**config.mk**
```make
export PLATFORM = sky130hd
export DESIGN_NAME = acr_core
export DESIGN_NICKNAME = d
export VERILOG_FILES = /design/src/pkg/acr_pkg.sv /design/src/verilog/acr_core.sv
export VERILOG_INCLUDE_DIRS = /design/src /design/src/pkg
export SDC_FILE = /design/constraint.sdc
export NUM_CORES = 1
export LEC_CHECK = 0
export ABC_AREA = 1
export BUFFER_PORTS_ARGS = -buffer_cell sky130_fd_sc_hd__buf_2
export CELL_PAD_IN_SITES_DETAIL_PLACEMENT = 0
export CELL_PAD_IN_SITES_GLOBAL_PLACEMENT = 1
export CORE_ASPECT_RATIO = 1.5
export CORE_MARGIN = 2
export CORE_UTILIZATION = 37
export DETAILED_ROUTE_END_ITERATION = 8
export HOLD_SLACK_MARGIN = 0.12
export PLACE_DENSITY = 0.84
export SLEW_MARGIN = 20
export SYNTH_ARGS = -nofsm -noshare
export SYNTH_HDL_FRONTEND = slang
export SYNTH_SLANG_ARGS = --single-unit
```
**constraint.sdc**
```tcl
create_clock -name clk -period 2.9 [get_ports clk]
set_clock_uncertainty 0.05 [all_clocks]
set_input_delay 0.58 -clock clk [delete_from_list [all_inputs] [get_ports clk]]
set_output_delay 0.58 -clock clk [all_outputs]
set_load 0.1 [all_outputs]
```
**src/pkg/acr_regs.svh**
```systemverilog
// register offsets, field positions, reset values of the converter control and result block
// assumes byte addresses of the device's management bus register space
`ifndef ACR_REGS_SVH
`define ACR_REGS_SVH

`define ACR_OFS_CMP_CHAN_SEL   8'h41
`define ACR_OFS_VBAT_HIGH      8'h42
`define ACR_OFS_VBAT_LOW       8'h43
`define ACR_OFS_THERM_HIGH     8'h44
`define ACR_OFS_THERM_LOW      8'h45
`define ACR_OFS_ICHG_HIGH      8'h46
`define ACR_OFS_ICHG_LOW       8'h47
`define ACR_OFS_AUX_HIGH       8'h48

`define ACR_RST_CMP_CHAN_SEL   8'h40
`define ACR_CMP2_MSB           7
`define ACR_CMP2_LSB           5
`define ACR_CMP3_MSB           4
`define ACR_CMP3_LSB           2
`define ACR_RSVD_MSB           1
`define ACR_RSVD_LSB           0

`define ACR_UNMAPPED_READ      8'h00

`endif

```
**src/pkg/acr_pkg.sv**
```systemverilog
// types shared by the converter control and result block and its surroundings
// assumes 16-bit conversion results and 3-bit channel codes
package acr_pkg;

	typedef enum logic [2:0] {
		ACR_CH_OFF     = 3'b000,
		ACR_CH_AUX     = 3'b001,
		ACR_CH_THERM   = 3'b010,
		ACR_CH_VBAT    = 3'b011,
		ACR_CH_ICHG    = 3'b100,
		ACR_CH_VIN     = 3'b101,
		ACR_CH_SYSRAIL = 3'b110,
		ACR_CH_IIN     = 3'b111
	} acr_chan_t;

	typedef enum logic {
		ACR_CONV_IDLE = 1'b0,
		ACR_CONV_BUSY = 1'b1
	} acr_conv_state_t;

	// one complete conversion set, all channels of one sweep
	typedef struct packed {
		logic [15:0] battery_voltage;
		logic [15:0] thermistor_channel;
		logic [15:0] charge_current;
		logic [15:0] general_purpose_analog_input;
		logic [15:0] input_supply_voltage;
		logic [15:0] system_rail_voltage;
		logic [15:0] input_current;
	} acr_meas_t;

	// threshold and polarity of one comparator, held in registers outside this block
	typedef struct packed {
		logic [15:0] threshold;
		logic        comparator_polarity;
	} acr_cmp_cfg_t;

	typedef struct packed {
		logic       wr_en;
		logic       rd_en;
		logic [7:0] addr;
		logic [7:0] wdata;
	} acr_reg_req_t;

endpackage : acr_pkg

```
**src/verilog/acr_core.sv**
```systemverilog
// converter control and result block: comparator channel selects, result registers,
// comparator flags for comparators two and three, manual conversion trigger handshake
// assumes the management bus slave presents one register access per cycle on reg_req,
// and the converter pulses conv_done with a full, coherent measurement set
`timescale 1ns/1ps
`include "acr_regs.svh"

module acr_core
	import acr_pkg::*;
(
	input  wire logic         clk,
	input  wire logic         rst,
	input  wire acr_reg_req_t reg_req,
	output logic [7:0]        reg_rdata,
	output logic              reg_rvalid,
	input  wire logic         manual_read_mode,
	input  wire logic         conversion_trigger,
	output logic              conversion_trigger_clear,
	output logic              conv_start,
	input  wire logic         conv_done,
	input  wire acr_meas_t    conv_meas,
	input  wire acr_cmp_cfg_t cmp2_cfg,
	input  wire acr_cmp_cfg_t cmp3_cfg,
	input  wire logic [1:0]   cmp_flag_clear,
	output logic [1:0]        cmp_flag,
	output logic              cmp_irq
);

	logic [7:0]      chan_sel;
	logic [7:0]      next_chan_sel;
	logic [15:0]     vbat_res;
	logic [15:0]     next_vbat_res;
	logic [15:0]     therm_res;
	logic [15:0]     next_therm_res;
	logic [15:0]     ichg_res;
	logic [15:0]     next_ichg_res;
	logic [7:0]      aux_res;
	logic [7:0]      next_aux_res;
	logic [7:0]      next_reg_rdata;
	logic            next_reg_rvalid;
	acr_conv_state_t conv_state;
	acr_conv_state_t next_conv_state;
	logic            next_conv_start;
	logic            next_trigger_clear;
	logic [1:0]      cmp_hit_prev;
	logic [1:0]      next_cmp_hit_prev;
	logic [1:0]      next_cmp_flag;
	logic            next_cmp_irq;
	logic [1:0]      cmp_hit;
	logic            cmp_valid;

	function automatic logic [15:0] chan_value(input logic [2:0] sel, input acr_meas_t m);
		unique case (acr_chan_t'(sel))
			ACR_CH_OFF:     chan_value = 16'h0000;
			ACR_CH_AUX:     chan_value = m.general_purpose_analog_input;
			ACR_CH_THERM:   chan_value = m.thermistor_channel;
			ACR_CH_VBAT:    chan_value = m.battery_voltage;
			ACR_CH_ICHG:    chan_value = m.charge_current;
			ACR_CH_VIN:     chan_value = m.input_supply_voltage;
			ACR_CH_SYSRAIL: chan_value = m.system_rail_voltage;
			ACR_CH_IIN:     chan_value = m.input_current;
		endcase
	endfunction : chan_value

	function automatic logic cmp_test(input logic [2:0] sel, input acr_meas_t m,
		input acr_cmp_cfg_t c);
		logic [15:0] v;
		v = chan_value(sel, m);
		if (sel == 3'b000)
			cmp_test = 1'b0;
		else if (c.comparator_polarity)
			cmp_test = (v > c.threshold);
		else
			cmp_test = (v < c.threshold);
	endfunction : cmp_test

	// register file and readback
	always_comb
	begin
		next_chan_sel   = chan_sel;
		next_vbat_res   = vbat_res;
		next_therm_res  = therm_res;
		next_ichg_res   = ichg_res;
		next_aux_res    = aux_res;
		next_reg_rdata  = reg_rdata;
		next_reg_rvalid = reg_req.rd_en;
		if (reg_req.wr_en)
		begin
			unique case (reg_req.addr)
				`ACR_OFS_CMP_CHAN_SEL: next_chan_sel = reg_req.wdata;
				`ACR_OFS_VBAT_HIGH:    next_vbat_res[15:8] = reg_req.wdata;
				`ACR_OFS_VBAT_LOW:     next_vbat_res[7:0] = reg_req.wdata;
				`ACR_OFS_THERM_HIGH:   next_therm_res[15:8] = reg_req.wdata;
				`ACR_OFS_THERM_LOW:    next_therm_res[7:0] = reg_req.wdata;
				`ACR_OFS_ICHG_HIGH:    next_ichg_res[15:8] = reg_req.wdata;
				`ACR_OFS_ICHG_LOW:     next_ichg_res[7:0] = reg_req.wdata;
				`ACR_OFS_AUX_HIGH:     next_aux_res = reg_req.wdata;
				default:               next_chan_sel = chan_sel;
			endcase
		end
		// a fresh conversion overrides a same-cycle host write so pairs stay coherent
		if (conv_done)
		begin
			next_vbat_res  = conv_meas.battery_voltage;
			next_therm_res = conv_meas.thermistor_channel;
			next_ichg_res  = conv_meas.charge_current;
			next_aux_res   = conv_meas.general_purpose_analog_input[15:8];
		end
		if (reg_req.rd_en)
		begin
			unique case (reg_req.addr)
				`ACR_OFS_CMP_CHAN_SEL: next_reg_rdata = chan_sel;
				`ACR_OFS_VBAT_HIGH:    next_reg_rdata = vbat_res[15:8];
				`ACR_OFS_VBAT_LOW:     next_reg_rdata = vbat_res[7:0];
				`ACR_OFS_THERM_HIGH:   next_reg_rdata = therm_res[15:8];
				`ACR_OFS_THERM_LOW:    next_reg_rdata = therm_res[7:0];
				`ACR_OFS_ICHG_HIGH:    next_reg_rdata = ichg_res[15:8];
				`ACR_OFS_ICHG_LOW:     next_reg_rdata = ichg_res[7:0];
				`ACR_OFS_AUX_HIGH:     next_reg_rdata = aux_res;
				default:               next_reg_rdata = `ACR_UNMAPPED_READ;
			endcase
		end
	end

	// results carry no reset: their content is undefined until the first conversion or host write
	always_ff @(posedge clk)
	begin
		vbat_res  <= next_vbat_res;
		therm_res <= next_therm_res;
		ichg_res  <= next_ichg_res;
		aux_res   <= next_aux_res;
	end

	always_ff @(posedge clk)
	begin
		if (rst)
		begin
			chan_sel   <= `ACR_RST_CMP_CHAN_SEL;
			reg_rdata  <= 8'h00;
			reg_rvalid <= 1'b0;
		end
		else
		begin
			chan_sel   <= next_chan_sel;
			reg_rdata  <= next_reg_rdata;
			reg_rvalid <= next_reg_rvalid;
		end
	end

	// manual conversion handshake
	always_comb
	begin
		next_conv_state    = conv_state;
		next_conv_start    = 1'b0;
		next_trigger_clear = 1'b0;
		unique case (conv_state)
			ACR_CONV_IDLE:
				// the clear pulse blocks a restart while the trigger bit is still falling
				if (manual_read_mode && conversion_trigger && !conversion_trigger_clear)
				begin
					next_conv_state = ACR_CONV_BUSY;
					next_conv_start = 1'b1;
				end
			ACR_CONV_BUSY:
				if (conv_done)
				begin
					next_conv_state    = ACR_CONV_IDLE;
					next_trigger_clear = 1'b1;
				end
		endcase
	end

	always_ff @(posedge clk)
	begin
		if (rst)
		begin
			conv_state               <= ACR_CONV_IDLE;
			conv_start               <= 1'b0;
			conversion_trigger_clear <= 1'b0;
		end
		else
		begin
			conv_state               <= next_conv_state;
			conv_start               <= next_conv_start;
			conversion_trigger_clear <= next_trigger_clear;
		end
	end

	// comparators act on the crossing, not on every conversion past the threshold
	assign cmp_valid  = conv_done;
	assign cmp_hit[0] = cmp_test(chan_sel[`ACR_CMP2_MSB:`ACR_CMP2_LSB], conv_meas, cmp2_cfg);
	assign cmp_hit[1] = cmp_test(chan_sel[`ACR_CMP3_MSB:`ACR_CMP3_LSB], conv_meas, cmp3_cfg);

	always_comb
	begin
		next_cmp_hit_prev = cmp_hit_prev;
		next_cmp_flag     = cmp_flag & ~cmp_flag_clear;
		next_cmp_irq      = 1'b0;
		if (cmp_valid)
		begin
			next_cmp_hit_prev = cmp_hit;
			// set beats a same-cycle clear
			next_cmp_flag = next_cmp_flag | (cmp_hit & ~cmp_hit_prev);
			next_cmp_irq  = |(cmp_hit & ~cmp_hit_prev);
		end
	end

	always_ff @(posedge clk)
	begin
		if (rst)
		begin
			cmp_hit_prev <= 2'b00;
			cmp_flag     <= 2'b00;
			cmp_irq      <= 1'b0;
		end
		else
		begin
			cmp_hit_prev <= next_cmp_hit_prev;
			cmp_flag     <= next_cmp_flag;
			cmp_irq      <= next_cmp_irq;
		end
	end

endmodule : acr_core

```
==> results of run 1 <==
state kept, by name (all words and copies together) (netlist names):
signal and cells:
cmp_hit_prev 2, cmp_irq 1, conversion_trigger_clear 1, aux_res 8
reg_rdata 8, vbat_res 16, conv_start 1, reg_rvalid 1
conv_state 1, ichg_res 16, cmp_flag 2, chan_sel 8
therm_res 16
worst paths after layout:
check	cells after the start	slack, ns	end
max	16	0.16	cmp_flag[1]
min	2	0.40	conversion_trigger_clear
max reg2reg	16	0.16	cmp_flag[1]
min reg2reg	2	0.40	conversion_trigger_clear
cells in the final DEF, fill, tap and decap left out, types with 21 or more instances in the layout:
cell type and count:
ha_1 32, dfxtp_1 21, inv_1 125, a21oi_1 50, buf_4 33, nand2_1 228, buf_2 185, o21ai_0 37
nand3_1 90, edfxtp_1 56, nor2_1 55, o22ai_1 32
final cells by class:
type                       instances  area (um^2)
inverter                         132        499.2
clock inverter                     4        31.28
multi-input combinational        613         3243
timing repair buffer             220         1214
clock buffer                      12        282.8
fill                            1753         8403
tap                              206        257.7
sequential                        81         2187
critical path, stage by stage, from the launching register on:
cell and delay (ns):
dfxtp_2 0.39, inv_1 0.12, nand3_1 0.20, clkinvlp_4 0.14
buf_4 0.16, a221oi_1 0.27, nand4_1 0.15, ha_1 0.31
nand2_1 0.05, inv_1 0.06, nand3_1 0.06, nor2_1 0.27
nand3_1 0.11, nand2_1 0.08, nand2_1 0.07, nand4_1 0.09
nand2_1 0.07
kinds of logic after synthesis:
| kind of cell | after synthesis | share of synthesized area |
|---|---|---|
| AOI/OAI and AO/OA | 175 | 0.1797 |
| adders and majority gates | 32 | 0.06610 |
| DFF | 81 | 0.3603 |
| buffers and inverters | 163 | 0.1066 |
| and+or+nand+nor | 406 | 0.2873 |
power groups by stage:
stage | Combinational (mW) | Sequential, mW | Clock [mW]
2_1_floorplan | 0.208 | 1.40 | 0
3_3_place_gp | 0.506 | 1.38 | 0
3_5_place_dp | 0.504 | 1.38 | 0
4_1_cts | 0.507 | 1.36 | 1.17
5_1_grt | 0.561 | 1.36 | 1.22
6_report | 0.512 | 1.36 | 1.16
routing by layer:
| metal | routed length (um) | up-vias | share of wire |
|---|---|---|---|
| met4 | 1958 | 0 | 0.078 |
| met5 | 0 | - | 0 |
| met2 | 12680 | 366 | 0.51 |
| met1 | 8858 | 3177 | 0.35 |
| li1 | - | 3345 | - |
| met3 | 1535 | 95 | 0.061 |
timing repair:
action,CTS,global route
endpoints found under the hold margin,0,0
setup buffers,0,6
setup endpoints to repair,0,5
resized for setup,0,9
==> results.sh, run 1 <==
export IMPL_grt_pass1_wl_um=37920
export IMPL_power_mw=3.025
export IMPL_syn_inst=857
export IMPL_area_delta_synth_final_pct=27.37
export IMPL_post_drt_wl_per_cell_um=19.74
export IMPL_numClockSinks=81
export IMPL_power_share_clock=0.383
export IMPL_met2_usage=0.5159
export IMPL_cts_hold_buffers=0
export IMPL_dp_hpwl_um=20880
export IMPL_wirelength_um=25030
export IMPL_holdWs_ns=0.4017
export IMPL_synth_edf_count=56
export IMPL_drt_initial_drc_count=507
export IMPL_yosysTopAreaCell="edfxtp_1"
export IMPL_finalInstanceArea_um2=7715
export IMPL_port_buffers=184
export IMPL_yosysMostFrequentCell="nand2_1"
export IMPL_internal_power_mw=2.203
export IMPL_cp_required_ns=3.08
export IMPL_worst_setup_path_start_kind="flip-flop"
export IMPL_yosys_top_cells_area="edfxtp_1 (28%), nand2_1 (14%), dfxtp_1 (8.3%)"
export IMPL_cts_tree="done"
export IMPL_vias=6983
export IMPL_diodes=0
export IMPL_die_w_um=108.5
export IMPL_hp_class="reg2reg"
export IMPL_placedCellCount=1246
export IMPL_switchingPower_uw=822.1
export IMPL_drtPass1Iterations=5
export IMPL_synth_seq_cells=81
export IMPL_period_needed_ns=2.742
export IMPL_p_seq_frac=0.448
export IMPL_start_util=0.3758
export IMPL_clock_path_buffers=2
export IMPL_grtUsageMet1=0.3205
export IMPL_synthTopCellsByCount="nand2_1 (228), inv_1 (126), nand3_1 (91)"
export IMPL_pre_cts_slack_ns=0.08603
export IMPL_top_usage_layer="met2"
export IMPL_drv_slew=0
export IMPL_h_tree_depth=3
export IMPL_grt_remaining_overflow=0
export IMPL_core_area_um2=16120
export IMPL_worstPathArrival_ns=2.92
export IMPL_postLayoutCoreUtil=0.4787
export IMPL_path_clk_slew_ns=0.06
export IMPL_grtUsageMet3=0.03084
export IMPL_syn_area_um2=6057
export IMPL_power_frac_comb=0.169
export IMPL_fin_tns_setup_ns=0
export IMPL_status="completed"
export IMPL_hold_start="conv_state"
export IMPL_ys_types=35
export IMPL_worst_slack_ns=0.1581
export IMPL_grt_max_degree=70
export IMPL_synthArstFlopShare=0
export IMPL_fin_crit_sh=0.9455
export IMPL_grt_pass1_vias=6928
export IMPL_die_h_um=160.7
export IMPL_io_pins=185
export IMPL_die_area_um2=17430
export IMPL_power_density_nw_per_um2=392.2
export IMPL_hold_viol=0
export IMPL_endpoint_kind="flip-flop"
export IMPL_setup_viol=0
export IMPL_drive_gt1_frac=0.2392
export IMPL_clk_latency_ns=0.34
export IMPL_synthFlopType="edfxtp_1"
export IMPL_fmax_mhz=364.7
export IMPL_viasPerCell=5.507
export IMPL_critical_path_max_fanout=6
export IMPL_p_leak_nw=3.967
export IMPL_num_rows=57
export IMPL_sw_frac_of_total=0.2717
export IMPL_tightest_slew_ns=0.7292
export IMPL_ys_seq_area_frac=0.3603
export IMPL_peakVddDrop_uv=312.6
export IMPL_slew_headroom=0.5121
export IMPL_dpl_cell_area_um2=7336
export IMPL_antenna_found_initial=0
export IMPL_grt_total_usage=0.2917
export IMPL_postRouteAntennaNets=0
export IMPL_numCtsBuffers=9
export IMPL_synth_top_area_frac=0.2776
export IMPL_gp_congestion=0.9893
export IMPL_syn_avg_cell_area_um2=7.068
export IMPL_cap_violations=0
export IMPL_crit_reg2reg_launch="chan_sel[3]"
export IMPL_rsz0062_at_grt="false"
export IMPL_syn_nets=1060
export IMPL_worstSetupStartpoint="chan_sel[3]"
export IMPL_drcViolationCount=0
export IMPL_nNetsFinal=1260
export IMPL_criticalPathCategory="reg2reg"
export IMPL_yosys_warnings=0
export IMPL_final_cells=1268
export IMPL_cts_root_buf="clkbuf_16"
No activity file was read; power rests on OpenSTA's default activity.
==> inputs of run 2 (changes only) <==
--- a/config.mk
+++ b/config.mk
@@ -12,10 +12,11 @@
 export CELL_PAD_IN_SITES_GLOBAL_PLACEMENT = 1
 export CORE_ASPECT_RATIO = 1.5
 export CORE_MARGIN = 2
-export CORE_UTILIZATION = 37
+export CORE_UTILIZATION = 30
+export CTS_BUF_LIST = sky130_fd_sc_hd__clkbuf_4
 export DETAILED_ROUTE_END_ITERATION = 8
 export HOLD_SLACK_MARGIN = 0.12
-export PLACE_DENSITY = 0.84
+export PLACE_DENSITY = 0.71
 export SLEW_MARGIN = 20
 export SYNTH_ARGS = -nofsm -noshare
 export SYNTH_HDL_FRONTEND = slang
==> run 2 against run 1 <==
  * Register-to-register slack gained 0.03 ns
  * Total power shrank 15%
  * Global-route usage shrank 4.1 points
  * Design area shrank 0.47%
  * Clock power shrank 38%
  * Flip-flop and latch count is the same
  * Routed wire length grew 7.0%
  * Sequential share of layout area grew 0.15 points
  * Critical path depth shrank 1
  * Critical endpoint is now cmp_irq
==> results.sh, run 2 (same netlist as run 1, synthesis figures left out) <==
export IMPL_drv_slew=0
export IMPL_vias=6891
export IMPL_grt_pass1_vias=6950
export IMPL_hp_class="in2reg"
export IMPL_peakVddDrop_uv=168.0
export IMPL_grt_remaining_overflow=0
export IMPL_placedCellCount=1306
export IMPL_core_area_um2=19790
export IMPL_postLayoutCoreUtil=0.3881
export IMPL_cp_required_ns=3.23
export IMPL_clock_path_buffers=2
export IMPL_num_rows=63
export IMPL_period_needed_ns=2.708
export IMPL_dp_hpwl_um=22350
export IMPL_criticalPathCategory="reg2reg"
export IMPL_area_delta_synth_final_pct=26.77
export IMPL_power_density_nw_per_um2=336.8
export IMPL_slew_headroom=0.5078
export IMPL_rsz0062_at_grt="false"
export IMPL_critical_path_max_fanout=7
export IMPL_crit_reg2reg_launch="chan_sel[2]"
export IMPL_grtUsageMet1=0.2733
export IMPL_cap_violations=0
export IMPL_clk_latency_ns=0.47
export IMPL_grt_max_degree=70
export IMPL_drcViolationCount=0
export IMPL_die_area_um2=21370
export IMPL_antenna_found_initial=1
export IMPL_p_leak_nw=3.899
export IMPL_hold_viol=0
export IMPL_hold_start="manual_read_mode"
export IMPL_numCtsBuffers=9
export IMPL_nNetsFinal=1262
export IMPL_numClockSinks=81
export IMPL_worstPathArrival_ns=3.04
export IMPL_drive_gt1_frac=0.2415
export IMPL_cp_slowest_cell="a221oi_1"
export IMPL_path_clk_slew_ns=0.14
export IMPL_top_usage_layer="met2"
export IMPL_endpoint_kind="flip-flop"
export IMPL_die_w_um=120.0
export IMPL_fmax_mhz=369.3
export IMPL_die_h_um=178.0
export IMPL_status="completed"
export IMPL_fin_crit_sh=0.9338
export IMPL_layout_common_cells="nand2_1 (228), buf_2 (184), inv_1 (123)"
export IMPL_io_pins=185
export IMPL_grtUsageMet3=0.02462
export IMPL_final_cells=1325
export IMPL_fillerInstances=2166
export IMPL_start_util=0.3061
export IMPL_wirelength_um=26790
export IMPL_drt_initial_drc_count=481
export IMPL_met2_usage=0.4548
export IMPL_cts_hold_buffers=0
export IMPL_cts_root_buf="clkbuf_4"
export IMPL_gp_congestion=0.9614
export IMPL_reg_largest_list="ichg_res: 16 flops, therm_res: 16 flops, vbat_res: 16 flops"
export IMPL_h_tree_depth=3
export IMPL_worstSetupStartpoint="chan_sel[2]"
export IMPL_mostFrequentLayoutCell="nand2_1"
export IMPL_worst_setup_path_start_kind="flip-flop"
export IMPL_post_drt_wl_per_cell_um=20.22
export IMPL_postRouteAntennaNets=0
export IMPL_grt_pass1_wl_um=39520
export IMPL_setup_viol=0
export IMPL_grt_total_usage=0.2505
export IMPL_cts_tree="done"
export IMPL_tightest_slew_ns=0.7337
export IMPL_slowest_delay_ns=0.40
export IMPL_drtPass1Iterations=5
export IMPL_path_cells="buf_4 -> nor2_1 -> nand2_2 -> inv_1 -> a221oi_1 -> nand4_1 -> ha_1 -> a21oi_1 -> nor2_1 -> nor2_1 -> nand2_1 -> nand2_1 -> nand3_1 -> nand4_1 -> nand2_1"
export IMPL_port_buffers=184
export IMPL_viasPerCell=5.201
run 2: changes by cell type in the layout (fill, tap and decap cells not counted), sizes merged:
cell,change
buf,+2
clkbuf,-2
diode,+1
clkinv,-2
inv,+2
clkinvlp,+1
bufinv,+1
run 2: per-layer routing:
layer  vias to the layer above  wire, um  share of wire
li1                       3341         -              -
met1                      3117      9696           0.36
met2                       352     13590           0.51
met3                        81      1702          0.064
met4                         0      1799          0.067
met5                         -         0              0
run 2: critical path, delay by kind of cell (launching register included):
kind,cells,cell delay (ns)
AND/OR/NAND/NOR,10,0.90
AO/OA/AOI/OAI,2,0.59
flip-flops,1,0.39
buffers and inverters,2,0.36
adder cells (fa/ha/maj),1,0.32
run 2: worst paths after layout:
check                           slack, ns  depth (start not counted)                  endpoint
worst min register to register       0.41                          2  conversion_trigger_clear
worst max-delay path                 0.19                         15                   cmp_irq
worst max register to register       0.19                         15                   cmp_irq
worst min-delay path                 0.31                          3                conv_start
run 2: layout make-up:
cell class              instances  area, um^2  share of cell area
well taps                     260       325.3             0.04237
repair buffers                222        1269              0.1652
clock buffers                  10       75.07            0.009777
multi-input cells             613        3251              0.4233
inverters                     132       503.0             0.06550
flip-flops and latches         81        2188              0.2850
clock inverters                 6       65.06            0.008473
diodes                          1       2.502           0.0003259
run 2: repair_timing:
action | in CTS | in global routing
resized for setup | 1 | 11
endpoints found under the setup margin | 2 | 4
setup buffers | 0 | 2
gates cloned | 0 | 0
run 2: per-stage QoR:
stage	hold slack (ns)	total power, mW	setup slack (ns)	TNS, ns	instance area [um^2]
after floorplan	0.3720	1.613	0.5866	0	6057
after global placement	0.3956	1.891	-0.02930	-0.05839	7473
after detailed placement	0.3919	1.892	0.009326	0	7473
after CTS	0.3019	2.588	0.01141	0	7615
after global routing	0.3148	2.690	0.01922	0	7679
final	0.3130	2.586	0.1921	0	7679
run 2: report_power, final:
part / total (mW) / leakage (nW) / internal, mW / switching, mW
combinational: 0.518 / 3.07 / 0.177 / 0.341
sequential: 1.35 / 0.751 / 1.33 / 0.0235
clock: 0.717 / 0.0820 / 0.279 / 0.438
total: 2.59 / 3.90 / 1.78 / 0.803
